===== src/rtl/pep_defines.vh =====
// timing counts, page geometry and command codes for the eeprom host controller
`ifndef PEP_DEFINES_VH
`define PEP_DEFINES_VH
`define PEP_CLK_MHZ        20
`define PEP_ADDR_W         11
`define PEP_DATA_W         8
`define PEP_PAGE_BYTES     64
`define PEP_PAGE_LSB       6
`define PEP_PROG_MAX_MS    3
`define PEP_PROG_CYC       (`PEP_PROG_MAX_MS * 1000 * 1000 * `PEP_CLK_MHZ / 1000)
`define PEP_ERASE_MS       10
`define PEP_ERASE_CYC      (`PEP_ERASE_MS * 1000 * 1000 * `PEP_CLK_MHZ / 1000)
`define PEP_STROBE_CYC     4
`define PEP_SETUP_CYC      2
`define PEP_READ_CYC       4
`define PEP_BIT_POLL       7
`define PEP_BIT_TOGGLE     6
`define PEP_BIT_TIMER      5
`define PEP_CMD_READ       2'h0
`define PEP_CMD_WRITE      2'h1
`define PEP_CMD_ERASE      2'h2
`define PEP_CMD_POLL       2'h3
`endif


===== src/rtl/pep_page_buf.v =====
// page staging memory: 64 bytes, registered read
`timescale 1ns/1ns
`default_nettype none
`include "pep_defines.vh"
module pep_page_buf (
  // clock
  input  wire       mclk,
  // write side
  input  wire       wrEn,
  input  wire [5:0] wrAddr,
  input  wire [7:0] wrData,
  // read side
  input  wire [5:0] rdAddr,
  output reg  [7:0] rdData
);
  reg [7:0] mem [0:`PEP_PAGE_BYTES-1];
  always @(posedge mclk) begin
    if (wrEn) begin
      mem[wrAddr] <= wrData;
    end
    rdData <= mem[rdAddr];
  end
endmodule // pep_page_buf
`default_nettype wire


===== src/rtl/pep_host_ctrl.v =====
// host controller driving a 2K x 8 parallel eeprom through its pins
`timescale 1ns/1ns
`default_nettype none
`include "pep_defines.vh"
module pep_host_ctrl (
  // clock and reset
  input  wire        mclk,
  input  wire        sys_rst,
  // user command port
  input  wire        cmdValid,
  output wire        cmdReady,
  input  wire [1:0]  cmdOp,
  input  wire [10:0] cmdAddr,
  input  wire [6:0]  cmdLen,
  output wire        fillReq,
  output reg  [5:0]  fillIdx,
  input  wire [7:0]  fillData,
  output reg         rspValid,
  output reg  [7:0]  rspData,
  output reg         rspTimeout,
  // device pins
  output reg  [10:0] locationSelect,
  input  wire [7:0]  byteLinesIn,
  output reg  [7:0]  byteLinesOut,
  output reg         byteLinesOe,
  output reg         chipSel_n,
  output reg         outEn_n,
  output reg         eraseHv,
  output reg         wrStrobe_n,
  input  wire        progDoneFlag
);
  localparam [3:0] ST_IDLE  = 4'h0;
  localparam [3:0] ST_FILL  = 4'h1;
  localparam [3:0] ST_WSET  = 4'h2;
  localparam [3:0] ST_WLOW  = 4'h3;
  localparam [3:0] ST_WHIGH = 4'h4;
  localparam [3:0] ST_RD    = 4'h5;
  localparam [3:0] ST_POLL  = 4'h6;
  localparam [3:0] ST_PGAP  = 4'h7;
  localparam [3:0] ST_ESET  = 4'h8;
  localparam [3:0] ST_ELOW  = 4'h9;
  localparam [3:0] ST_EWAIT = 4'ha;

  // counts are worked out at full width, then cut to the counter width
  localparam [31:0] PROG_FULL  = `PEP_PROG_CYC;
  localparam [31:0] ERASE_FULL = `PEP_ERASE_CYC;
  localparam [17:0] PROG_CYC   = PROG_FULL[17:0];
  localparam [17:0] ERASE_CYC  = ERASE_FULL[17:0];

  reg  [3:0]  state;
  reg  [17:0] cnt;
  reg  [17:0] busyCnt;
  reg  [6:0]  len;
  reg  [5:0]  idx;
  reg  [7:0]  lastData;
  reg  [10:0] baseAddr;
  wire [7:0]  bufData;

  function [10:0] pageAddr;
    input [10:0] base;
    input [5:0]  off;
    begin
      pageAddr = {base[10:6], off};
    end
  endfunction

  // buffer loads one byte per cycle while filling
  pep_page_buf uBuf (
    .mclk   (mclk),
    .wrEn   (state == ST_FILL),
    .wrAddr (fillIdx),
    .wrData (fillData),
    .rdAddr (idx),
    .rdData (bufData)
  );

  assign cmdReady = (state == ST_IDLE);
  assign fillReq  = (state == ST_FILL);

  always @(posedge mclk or posedge sys_rst) begin
    if (sys_rst) begin
      state <= ST_IDLE;
      cnt <= 18'h0_0000;
      busyCnt <= 18'h0_0000;
      len <= 7'h00;
      idx <= 6'h00;
      fillIdx <= 6'h00;
      lastData <= 8'h00;
      baseAddr <= 11'h000;
      rspValid <= 1'b0;
      rspData <= 8'h00;
      rspTimeout <= 1'b0;
      locationSelect <= 11'h000;
      byteLinesOut <= 8'h00;
      byteLinesOe <= 1'b0;
      chipSel_n <= 1'b1;
      outEn_n <= 1'b1;
      eraseHv <= 1'b0;
      wrStrobe_n <= 1'b1;
    end else begin
      rspValid <= 1'b0;
      case (state)
        ST_IDLE: begin
          chipSel_n <= 1'b1;
          outEn_n <= 1'b1;
          byteLinesOe <= 1'b0;
          if (cmdValid) begin
            baseAddr <= cmdAddr;
            locationSelect <= cmdAddr;
            idx <= cmdAddr[5:0];
            fillIdx <= 6'h00;
            len <= (cmdLen == 7'h00 || cmdLen > 7'h40) ? 7'h01 : cmdLen;
            cnt <= 18'h0_0000;
            // a stand-alone poll gets a fresh 3 ms budget
            busyCnt <= 18'h0_0000;
            rspTimeout <= 1'b0;
            case (cmdOp)
              `PEP_CMD_WRITE: state <= ST_FILL;
              `PEP_CMD_ERASE: state <= ST_ESET;
              `PEP_CMD_POLL:  state <= ST_POLL;
              default:        state <= ST_RD;
            endcase
          end
        end
        ST_FILL: begin
          fillIdx <= fillIdx + 6'h01;
          if ({1'b0, fillIdx} + 7'h01 == len) begin
            idx <= 6'h00;
            state <= ST_WSET;
          end
        end
        ST_WSET: begin
          // address settles with output enable high before strobing
          locationSelect <= pageAddr(baseAddr, baseAddr[5:0] + idx);
          byteLinesOut <= bufData;
          byteLinesOe <= 1'b1;
          outEn_n <= 1'b1;
          chipSel_n <= 1'b0;
          cnt <= cnt + 18'h0_0001;
          if (cnt == `PEP_SETUP_CYC) begin
            cnt <= 18'h0_0000;
            wrStrobe_n <= 1'b0;
            state <= ST_WLOW;
          end
        end
        ST_WLOW: begin
          cnt <= cnt + 18'h0_0001;
          if (cnt == `PEP_STROBE_CYC) begin
            cnt <= 18'h0_0000;
            wrStrobe_n <= 1'b1;
            lastData <= byteLinesOut;
            state <= ST_WHIGH;
          end
        end
        ST_WHIGH: begin
          // next byte follows after the setup count with strobe high, well inside byte_load_timeout
          cnt <= cnt + 18'h0_0001;
          if (cnt == `PEP_SETUP_CYC) begin
            cnt <= 18'h0_0000;
            if ({1'b0, idx} + 7'h01 == len) begin
              chipSel_n <= 1'b1;
              byteLinesOe <= 1'b0;
              busyCnt <= 18'h0_0000;
              state <= ST_POLL;
            end else begin
              idx <= idx + 6'h01;
              state <= ST_WSET;
            end
          end
        end
        ST_RD: begin
          chipSel_n <= 1'b0;
          outEn_n <= 1'b0;
          wrStrobe_n <= 1'b1;
          byteLinesOe <= 1'b0;
          cnt <= cnt + 18'h0_0001;
          if (cnt == `PEP_READ_CYC) begin
            rspData <= byteLinesIn;
            rspValid <= 1'b1;
            outEn_n <= 1'b1;
            chipSel_n <= 1'b1;
            state <= ST_IDLE;
          end
        end
        ST_POLL: begin
          // reads back the last byte; done once bit 7 matches the byte written and ready is seen
          chipSel_n <= 1'b0;
          outEn_n <= 1'b0;
          byteLinesOe <= 1'b0;
          busyCnt <= busyCnt + 18'h0_0001;
          cnt <= cnt + 18'h0_0001;
          if (cnt == `PEP_READ_CYC) begin
            cnt <= 18'h0_0000;
            outEn_n <= 1'b1;
            chipSel_n <= 1'b1;
            if (progDoneFlag &&
                byteLinesIn[`PEP_BIT_POLL] == lastData[`PEP_BIT_POLL]) begin
              rspData <= byteLinesIn;
              rspValid <= 1'b1;
              state <= ST_IDLE;
            end else if (busyCnt >= PROG_CYC) begin
              rspData <= byteLinesIn;
              rspTimeout <= 1'b1;
              rspValid <= 1'b1;
              state <= ST_IDLE;
            end else begin
              state <= ST_PGAP;
            end
          end
        end
        ST_PGAP: begin
          busyCnt <= busyCnt + 18'h0_0001;
          state <= ST_POLL;
        end
        ST_ESET: begin
          chipSel_n <= 1'b0;
          eraseHv <= 1'b1;
          cnt <= cnt + 18'h0_0001;
          if (cnt == `PEP_SETUP_CYC) begin
            cnt <= 18'h0_0000;
            wrStrobe_n <= 1'b0;
            state <= ST_ELOW;
          end
        end
        ST_ELOW: begin
          cnt <= cnt + 18'h0_0001;
          if (cnt + 18'h0_0001 == ERASE_CYC) begin
            cnt <= 18'h0_0000;
            wrStrobe_n <= 1'b1;
            state <= ST_EWAIT;
          end
        end
        ST_EWAIT: begin
          eraseHv <= 1'b0;
          chipSel_n <= 1'b1;
          rspValid <= 1'b1;
          rspData <= 8'hff;
          state <= ST_IDLE;
        end
        default: state <= ST_IDLE;
      endcase
    end
  end
endmodule // pep_host_ctrl
`default_nettype wire


===== config.mk =====
export PLATFORM = sky130hd
export DESIGN_NAME = pep_host_ctrl
export DESIGN_NICKNAME = d
export VERILOG_FILES = /design/src/rtl/pep_page_buf.v /design/src/rtl/pep_host_ctrl.v
export VERILOG_INCLUDE_DIRS = /design/src /design/src/rtl
export SDC_FILE = /design/constraint.sdc
export NUM_CORES = 1
export LEC_CHECK = 0
export ABC_CLOCK_PERIOD_IN_PS = 2800
export BUFFER_PORTS_ARGS = -buffer_cell sky130_fd_sc_hd__buf_2
export CAP_MARGIN = 5
export CORE_AREA = 2 2 227 341
export CTS_BUF_LIST = sky130_fd_sc_hd__clkbuf_8
export DETAILED_ROUTE_END_ITERATION = 7
export DIE_AREA = 0 0 229 343
export PLACE_DENSITY = 0.49
export SLEW_MARGIN = 5
export SYNTH_ARGS = -nofsm -noshare
export SYNTH_HDL_FRONTEND = slang
export SYNTH_SLANG_ARGS = --single-unit

===== constraint.sdc =====
create_clock -name mclk -period 2.8 [get_ports mclk]
set_clock_uncertainty 0.15 [all_clocks]
set_input_delay 0.14 -clock mclk [delete_from_list [all_inputs] [get_ports mclk]]
set_output_delay 0.14 -clock mclk [all_outputs]
set_load 0.01 [all_outputs]

==> results of run 1 <==
[critical path: cells and delay by family, from the launching register on]
family / cells / cell delay, ps
and+or+nand+nor: 3 / 840
DFF: 1 / 440
muxes: 1 / 310
xor gates and xnor gates: 1 / 160
AOI/OAI and AO/OA: 2 / 680
adders and majority gates: 1 / 170
[metal layers]
metal	vias to the layer above	track usage, %
met5	-	0
met4	0	6.683
met3	119	2.676
met2	401	35.76
met1	8560	20.58
li1	7743	-
[final timing paths]
path | startpoint | endpoint | slack (ps) | cells after the start
min in group asynchronous | sys_rst | rspData[1]$_DFFE_PP0P_ | 510 | 4
worst max-delay path | cnt[0]$_DFFE_PP0P_ | state[2]$_DFFE_PP0P_ | -80 | 8
max in group asynchronous | sys_rst | chipSel_n$_DFFE_PP1P_ | 1220 | 5
worst max register to register | cnt[0]$_DFFE_PP0P_ | state[2]$_DFFE_PP0P_ | -80 | 8
worst min register to register | uBuf.rdData[1]$_DFF_P_ | byteLinesOut[1]$_DFFE_PP0P_ | 290 | 2
worst min-delay path | fillData[1] | uBuf.mem[51][1]$_DFFE_PP_ | 50 | 1
[power groups by stage]
stage                     combinational [mW]  sequential, mW  clock (mW)
after CTS                               10.5            11.2        7.42
after detailed placement                10.3            11.4           0
after floorplan                         5.73            11.3           0
final                                   10.6            11.2        7.18
after global routing                    11.4            11.2        7.79
after global placement                  10.3            11.4           0
[sequential cells by signal, indices dropped and copies added, names as in the netlist]
signal and cells:
uBuf.mem 512, busyCnt 18, cnt 18, baseAddr 11, locationSelect 11, byteLinesOut 8
rspData 8, uBuf.rdData 8, len 7, fillIdx 6, idx 6, state 4
byteLinesOe 1, chipSel_n 1, eraseHv 1, lastData 1, outEn_n 1, rspTimeout 1
rspValid 1, wrStrobe_n 1
[through the flow]
step           setup TNS, ps  area, um2  std cells  hold slack, ps  power (mW)
2_1_floorplan         -437.6      26270       1786           88.87       17.05
3_3_place_gp          -625.3      29650       3031           109.3       21.63
3_5_place_dp           -1242      29650       3031           107.8       21.69
4_1_cts               -261.6      32030       3262           9.883       29.14
5_1_grt               -646.7      32180       3270           51.46       30.45
6_report              -231.4      32180       3270           49.42       28.96
[synthesized netlist by cell type, types with 40 or more instances]
cell	number
a21oi_1	75
nor2_1	142
mux4_2	64
mux2i_1	131
o21ai_0	58
clkbuf_1	79
o22ai_1	40
o221ai_1	64
nand2_1	157
dfrtp_1	102
edfxtp_1	512
nor3_1	54
[timing repair]
action | CTS | global route
setup endpoints to repair | 30 | 51
setup buffers | 2 | 7
endpoints found under the hold margin | 405 | 0
pin swaps | 2 | 7
gates resized for setup | 15 | 24
hold buffers | 52 | 0
[final cells by class]
class                   count  share of cell area [%]
diodes                      1                0.007777
clock inverters            75                   1.209
repair buffers            404                   9.764
multi-input cells        1031                   23.93
inverters                  24                  0.2916
flip-flops and latches    625                   56.51
well taps                1008                   3.919
clock buffers             102                   4.363
[cells by family after synthesis]
family / count (synthesis) / synth area share, %
muxes: 199 / 10.71
DFF: 625 / 69.26
AOI/OAI and AO/OA: 312 / 7.871
adders and majority gates: 18 / 0.8778
xor gates and xnor gates: 33 / 1.131
buffers and inverters: 130 / 1.994
and+or+nand+nor: 469 / 8.153
==> qor.txt, run 1 <==
outcome: finished with violations
violations in the final reports: negative setup slack
H-tree depth: 3
average wire per cell in the routed design: 22.30 um
clock network fraction of design power: 24.8%
drt initial violations: 1187
CTS clock-pin slew for the worst setup and hold paths: 60 ps
worst rel slew slack: 31.17%
via count of the first global-routing pass: 17430
wire length on met1: 28.05 mm
netlist area before placement: 26230 um2
final-layout fill cell count: 7078
length of routed met3 wiring: 2.815 mm
cell area power density: 900.1 nW/um2
required time at the worst-slack endpoint: 3240 ps
Syn. warnings: 0
multi-input logic area: 7701 um2
share of synthesized registers carrying an async set or reset: 16.80%
slew of the pin with the lowest slew margin: 1032 ps
Crit Path Category: reg -> reg
synthesized area per cell: 14.69 um2
share of the yosys chip area belonging to registers: 69.26%
maximum buffer depth of the clock tree: 3
number of cell rows: 124
max layer used: met4
clock latency at the later pin of the worst-skew pair: 720 ps
max-slew violations: 0
Remaining Overflow, GRT: 0
RSZ-0062 raised after global routing: true
number of vias in the routed layout: 16820
commonest cells after routing, fill and taps aside: 512 x edfxtp_1, 255 x buf_4, 154 x nand2_1
number of remaining DRC errors: 0
final hold violation count: 0
highest cell delay on the worst timing path: 540 ps
RePlAce Congestion: 0.8750
net load switching power: 10.21 mW
Critical Path AT: 3320 ps
initial cell density of the core: 34.64%
Reg area: 18180 um2
time the final worst path needs with I/O delays and setup: 2882 ps
combinational power share: 36.6%
worst path setup slack after routing: -82.49 ps
Top FF cell, synth: edfxtp_1
number of clock buffers inserted by TritonCTS: 94
clock tree from TritonCTS: built
count of TritonRoute iterations in the first routing pass: 7
number of flops mapped to enable cells by yosys: 512
largest net degree at the start of global routing: 56
number of storage elements in the synthesis netlist: 625
number of instances in the synthesized netlist: 1786
Global Route Usage Sum: 18.55%
Reg power frac: 38.6%
Synth area leader: edfxtp_1
Hold Path Class: in -> reg
core footprint: 75710 um2
maximum fanout along the worst path: 7
HPWL after detailed placement: 49.01 mm
Root Driver: clkbuf_8
Internal Dissipation: 18.76 mW
Critical Path Source Type: flip-flop
leading post-synthesis cells by cell area: edfxtp_1 59%, dfrtp_1 9.7%, mux4_2 5.5%, mux2i_1 5.0%, nand2_1 2.2%
WL met2: 40.00 mm
per-cell via count in the routed design: 5.145
crit end category: flip-flop
Finish-stage setup viols: 3
wirelength, routed: 72.92 mm
final period utilization: 102.9%
leakage power: 11.58 nW
number of primary I/O pins: 82
setup slack after placement: -156.8 ps
worst IR drop on VDD: 0.0004562 V
antenna-violating nets left: 0
initial antenna violation count: 1
Max Cap Viol: 0
sw frac: 35.24%
fraction of layout instances using a drive strength above 1: 26.80%
net count of the mapped netlist: 1843
fraction of post-synthesis cell area in the top cell type by area: 58.62%
overall die area: 78550 um2
layout overhead on the synthesized area: 22.69%
PortBufs: 81
die span in y: 343 um
first-pass GRT wire length: 109.6 mm
Peak Freq: 0.3469 GHz
horizontal die dimension: 229 um
Post-layout nets: 2237
worst-path cell with the longest stage delay: or4_4
clock sink total: 625
final cell utilization of the core: 42.50%
commonest non-fill, non-tap cell in the layout: edfxtp_1
count of distinct cell types in the synthesized netlist: 75
cell chain of the critical path: ha_4 -> nand2_2 -> or2_1 -> xor2_1 -> o41a_1 -> a211o_1 -> or4_4 -> mux2_4
No activity file was read; power rests on OpenSTA's default activity.
==> inputs of run 2 (changes only) <==
--- a/config.mk
+++ b/config.mk
@@ -10,7 +10,7 @@
 export BUFFER_PORTS_ARGS = -buffer_cell sky130_fd_sc_hd__buf_2
 export CAP_MARGIN = 5
 export CORE_AREA = 2 2 227 341
-export CTS_BUF_LIST = sky130_fd_sc_hd__clkbuf_8
+export CTS_CLUSTER_DIAMETER = 120
 export DETAILED_ROUTE_END_ITERATION = 7
 export DIE_AREA = 0 0 229 343
 export PLACE_DENSITY = 0.49
==> qor.txt, run 2 (same netlist as run 1, synthesis figures left out) <==
final cell utilization of the core: 42.50% (about the same)
max layer used: met4
worst path setup slack after routing: -71.65 ps (+10.84 ps)
violations in the final reports: negative setup slack
Peak Freq: 0.3482 GHz (+0.38%)
Critical Path AT: 3250 ps (-70 ps)
Max Cap Viol: 0 (unchanged)
Finish-stage setup viols: 3 (unchanged)
overall die area: 78550 um2 (unchanged)
final period utilization: 102.6% (-0.39 points)
Global Route Usage Sum: 18.33% (-0.22 points)
multi-input logic area: 7709 um2 (about the same)
RSZ-0062 raised after global routing: true
required time at the worst-slack endpoint: 3170 ps (-70 ps)
clock latency at the later pin of the worst-skew pair: 640 ps (-80 ps)
minimum setup slack among reg-to-reg paths: -70 ps (about the same)
number of placed instances, taps included: 3031 (unchanged)
outcome: finished with violations
antenna-violating nets left: 0 (unchanged)
count of TritonRoute iterations in the first routing pass: 8 (+1)
number of cells on the worst reg-to-reg path: 8 (unchanged)
maximum buffer depth of the clock tree: 3 (unchanged)
commonest non-fill, non-tap cell in the layout: edfxtp_1
setup slack after placement: -156.8 ps (unchanged)
Remaining Overflow, GRT: 0 (unchanged)
maximum fanout along the worst path: 7 (unchanged)
average wire per cell in the routed design: 22.57 um (+1.2%)
number of flip-flops in the largest register: 512 (unchanged)
Crit Path Category: reg -> reg
core footprint: 75710 um2 (unchanged)
clock tree from TritonCTS: built
start of the worst register-to-register path: cnt[0]$_DFFE_PP0P_
commonest cells after routing, fill and taps aside: 512 x edfxtp_1, 251 x buf_4, 154 x nand2_1
wirelength, routed: 72.08 mm (-1.2%)
Hold Path Class: in -> reg
number of remaining DRC errors: 0 (unchanged)
H-tree depth: 2 (-1)
slew of the pin with the lowest slew margin: 1048 ps (+15.60 ps)
final-layout fill cell count: 7037 (-0.58%)
number of primary I/O pins: 82 (unchanged)
crit end category: flip-flop
final hold violation count: 0 (unchanged)
Critical Path Source Type: flip-flop
cell area power density: 918.7 nW/um2 (+2.1%)
per-cell via count in the routed design: 5.195 (+0.97%)
time the final worst path needs with I/O delays and setup: 2872 ps (-10.84 ps)
fraction of layout instances using a drive strength above 1: 25.58% (-1.2 points)
worst rel slew slack: 30.13% (-1.0 points)
n_diodes: 0 (-1)
post-route worst hold slack: 123.0 ps (+73.61 ps)
worst IR drop on VDD: 0.0004792 V (+5.0%)
horizontal die dimension: 229 um (unchanged)
RePlAce Congestion: 0.8750 (unchanged)
registers with the most flip-flops: uBuf.mem x512, busyCnt x18, cnt x18
number of cell rows: 124 (unchanged)
Root Driver: clkbuf_16
via count of the first global-routing pass: 17040 (-2.2%)
initial antenna violation count: 0 (-1)
worst min-delay path startpoint: fillData[1]
Final Cell Area: 32180 um2 (about the same)
worst-case hold path end point: uBuf.mem[46][1]$_DFFE_PP_
Reg area: 18180 um2 (about the same)
number of clock buffers inserted by TritonCTS: 58 (-38%)
PortBufs: 81 (unchanged)
WL met2: 39.68 mm (-0.79%)
number of vias in the routed layout: 16590 (-1.4%)
first-pass GRT wire length: 108.6 mm (-0.93%)
Placed Area: 29650 um2 (unchanged)
initial cell density of the core: 34.64% (unchanged)
CTS clock-pin slew for the worst setup and hold paths: 70 ps (about the same)
post-route non-filler standard cell count: 3193 (-2.4%)
length of routed met3 wiring: 2.534 mm (-10%)
leakage power: 11.41 nW (-1.5%)
largest net degree at the start of global routing: 56 (unchanged)
endpoint of the worst register-to-register path: state[1]$_DFFE_PP0P_
wire length on met1: 27.80 mm (-0.91%)
drt initial violations: 1258 (+6.0%)
clock sink total: 625 (unchanged)
die span in y: 343 um (unchanged)
power consumption: 29.56 mW (+2.1%)
max-slew violations: 0 (unchanged)
aggregate negative setup slack: -188.2 ps (+43.17 ps)
Post-layout nets: 2197 (-1.8%)
register ranked first by flip-flop count: uBuf.mem
layout overhead on the synthesized area: 22.69% (about the same)
HPWL after detailed placement: 49.01 mm (unchanged)
Worst Hold Path Cells: 1 (unchanged)
run 2: changes by cell type in the layout (fill, tap and decap cells not counted), sizes merged:
cell      before  now
buf          352  348
diode          1    0
clkbuf       102   72
clkinvlp       2    9
bufinv         2    5
inv           53   22
clkinv        42   21
run 2: final cells by class:
type	instances	area share [%]
flip-flops and latches	625	56.50
multi-input cells	1031	23.96
repair buffers	400	9.670
clock buffers	72	4.674
well taps	1008	3.919
clock inverters	33	0.9876
inverters	24	0.2916
run 2: where the power goes:
part,internal (mW),leakage [nW],total (mW),switching (mW)
sequential,10.7,6.01,11.2,0.465
clock,4.27,0.871,7.74,3.47
combinational,4.50,4.52,10.6,6.14
run 2: repair_timing:
action                                  CTS  global route
endpoints found under the hold margin   351             0
endpoints found under the setup margin   30            53
buffers inserted                          2             3
hold buffers                             52             0
gates resized for setup                  14            24
pin swaps                                 3             6
run 2: how the worst max path moves through the flow:
stage | from | to | slack [ps] | cells after the start
final | cnt[0]$_DFFE_PP0P_ | state[1]$_DFFE_PP0P_ | -70 | 8
after global routing | cnt[10]$_DFFE_PP0P_ | state[1]$_DFFE_PP0P_ | -170 | 7
after CTS | cnt[2]$_DFFE_PP0P_ | state[1]$_DFFE_PP0P_ | -80 | 7
after detailed placement | idx[0]$_DFFE_PP0P_ | busyCnt[17]$_DFFE_PP0P_ | -160 | 8
after global placement | cnt[3]$_DFFE_PP0P_ | state[0]$_DFFE_PP0P_ | -150 | 7
after floorplan | cnt[1]$_DFFE_PP0P_ | state[0]$_DFFE_PP0P_ | -130 | 10
run 2: worst max-delay path, stage by stage, from the launching register on:
cell     delay, ps
dfrtp_2        440
ha_4           170
nand2_2         50
or2_1          240
xor2_1         160
o41a_1         410
a211o_1        270
or4_4          540
mux2_4         320
run 2: per-layer routing:
| layer | track usage (%) | up-vias |
|---|---|---|
| met5 | 0 | - |
| met2 | 35.61 | 368 |
| met1 | 20.69 | 8478 |
| met3 | 2.236 | 96 |
| li1 | - | 7645 |
| met4 | 5.777 | 0 |
==> inputs of run 3 (changes only) <==
--- a/config.mk
+++ b/config.mk
@@ -13,7 +13,6 @@
 export CTS_CLUSTER_DIAMETER = 120
 export DETAILED_ROUTE_END_ITERATION = 7
 export DIE_AREA = 0 0 229 343
-export PLACE_DENSITY = 0.49
 export SLEW_MARGIN = 5
 export SYNTH_ARGS = -nofsm -noshare
 export SYNTH_HDL_FRONTEND = slang
==> qor.txt, run 3 (same netlist as run 1, synthesis figures left out) <==
number of primary I/O pins: 82 (unchanged)
Placed Area: 29420 um2 (-0.77%)
maximum fanout along the worst path: 6 (-1)
worst path buffer plus inverter count: 0 (unchanged)
Critical Path AT: 3280 ps (+30 ps)
Remaining Overflow, GRT: 0 (unchanged)
cell type group with the largest total delay on the critical path: simple AND/OR/NAND/NOR gates
drt initial violations: 1128 (-10%)
register ranked first by flip-flop count: uBuf.mem
outcome: finished with violations
leakage power: 11.34 nW (-0.58%)
worst IR drop on VDD: 0.0005624 V (+17%)
fraction of layout instances using a drive strength above 1: 24.73% (-0.85 points)
HPWL after detailed placement: 45.48 mm (-7.2%)
horizontal die dimension: 229 um (unchanged)
crit end category: flip-flop
final period utilization: 105.7% (+3.1 points)
Global Route Usage Sum: 16.87% (-1.5 points)
final-layout fill cell count: 6909 (-1.8%)
n_diodes: 0 (unchanged)
violations in the final reports: negative setup slack
registers with the most flip-flops: uBuf.mem x512, busyCnt x18, cnt x18
number of cell rows: 124 (unchanged)
time the final worst path needs with I/O delays and setup: 2958 ps (+86.70 ps)
RePlAce Congestion: 0.8571 (-2.0%)
PortBufs: 81 (unchanged)
commonest cells after routing, fill and taps aside: 512 x edfxtp_1, 224 x buf_4, 154 x nand2_1
required time at the worst-slack endpoint: 3130 ps (-40 ps)
largest net degree at the start of global routing: 65 (+16%)
cell area power density: 917.5 nW/um2 (-0.13%)
worst path setup slack after routing: -158.3 ps (-86.70 ps)
number of flip-flops in the largest register: 512 (unchanged)
Peak Freq: 0.3380 GHz (-2.9%)
Hold Path Class: in -> reg
initial antenna violation count: 0 (unchanged)
wirelength, routed: 67.66 mm (-6.1%)
Critical Path Source Type: flip-flop
Root Driver: clkbuf_16
count of TritonRoute iterations in the first routing pass: 8 (unchanged)
highest cell delay on the worst timing path: 550 ps (about the same)
Post-layout nets: 2156 (-1.9%)
number of remaining DRC errors: 0 (unchanged)
overall die area: 78550 um2 (unchanged)
Final Cell Area: 31960 um2 (-0.67%)
clock sink total: 625 (unchanged)
die span in y: 343 um (unchanged)
maximum buffer depth of the clock tree: 3 (unchanged)
per-cell via count in the routed design: 5.248 (+1.0%)
slew of the pin with the lowest slew margin: 881.1 ps (-166.9 ps)
RSZ-0062 raised after global routing: true
final hold violation count: 0 (unchanged)
clock tree from TritonCTS: built
first-pass GRT wire length: 101.7 mm (-6.3%)
final cell utilization of the core: 42.22% (-0.29 points)
power consumption: 29.33 mW (-0.80%)
worst-path cell with the longest stage delay: or4_4
commonest non-fill, non-tap cell in the layout: edfxtp_1
setup slack after placement: -240.8 ps (-84.02 ps)
H-tree depth: 2 (unchanged)
core footprint: 75710 um2 (unchanged)
number of clock buffers inserted by TritonCTS: 56 (-3.4%)
worst rel slew slack: 41.26% (+11 points)
average wire per cell in the routed design: 21.45 um (-5.0%)
Max Cap Viol: 0 (unchanged)
Crit Path Category: reg -> reg
layout overhead on the synthesized area: 21.87%
Finish-stage setup viols: 4 (+1)
clock latency at the later pin of the worst-skew pair: 630 ps (about the same)
via count of the first global-routing pass: 16910 (-0.79%)
initial cell density of the core: 34.64% (unchanged)
antenna-violating nets left: 0 (unchanged)
CTS clock-pin slew for the worst setup and hold paths: 70 ps (about the same)
number of vias in the routed layout: 16560 (-0.19%)
max-slew violations: 0 (unchanged)
cell chain of the critical path: and3_1 -> a32oi_1 -> or4_1 -> o41a_1 -> a211o_1 -> or4_4 -> mux2_4
==> run 3: worst paths after layout <==
path | slack, ps | depth (start not counted) | startpoint | endpoint
max | -160 | 7 | cnt[0]$_DFFE_PP0P_ | state[0]$_DFFE_PP0P_
max in group asynchronous | 1690 | 4 | sys_rst | idx[0]$_DFFE_PP0P_
min | 30 | 2 | fillData[5] | uBuf.mem[35][5]$_DFFE_PP_
max reg2reg | -160 | 7 | cnt[0]$_DFFE_PP0P_ | state[0]$_DFFE_PP0P_
min reg2reg | 280 | 2 | uBuf.rdData[6]$_DFF_P_ | byteLinesOut[6]$_DFFE_PP0P_
min in group asynchronous | 40 | 3 | sys_rst | baseAddr[10]$_DFFE_PP0P_
==> run 3: worst register-to-register path, cell delays in order, from the launching register on <==
cell	delay, ps
dfrtp_2	440
and3_1	210
a32oi_1	110
or4_1	420
o41a_1	330
a211o_1	290
or4_4	560
mux2_4	320
==> run 3: timing repair <==
item                                   4_1_cts  5_1_grt
cloned                                       0        2
resized for setup                           13       23
endpoints found under the hold margin      283        0
setup endpoints to repair                   18       36
setup buffers                                1        1
pin swaps                                    3        4
hold buffers                                41        0
==> run 3: where the power goes <==
part / total, mW / switching, mW / leakage (nW) / internal, mW
Sequential: 11.2 / 0.488 / 6.02 / 10.7
Combinational: 10.1 / 5.91 / 4.37 / 4.16
Clock: 8.06 / 3.42 / 0.950 / 4.63
==> run 3: final cells by class <==
| cell class | instances | area (um2) | share of cell area, % |
|---|---|---|---|
| timing repair buffer | 361 | 2788 | 8.721 |
| tap | 1008 | 1261 | 3.946 |
| multi-input combinational | 1031 | 7704 | 24.10 |
| inverter | 24 | 93.84 | 0.2936 |
| clock inverter | 34 | 404.1 | 1.264 |
| sequential | 625 | 18180 | 56.87 |
| clock buffer | 72 | 1536 | 4.807 |
==> run 3: routing by layer <==
metal  part of all wire, %  up-vias  global-route usage, %
met5                     0        -                      0
met4                   3.8        0                  6.926
met3                   4.6      139                  2.269
met2                    52      489                  30.78
met1                    39     8378                  19.98
li1                      -     7550                      -
==> run 3: metrics by stage <==
stage	hold slack (ps)	setup TNS, ps	instances
5_1_grt	48.11	-864.6	3155
6_report	30.98	-504.5	3155
2_1_floorplan	88.87	-437.6	1786
4_1_cts	6.849	-569.9	3152
3_3_place_gp	75.90	-1547	3004
3_5_place_dp	89.38	-1196	3004
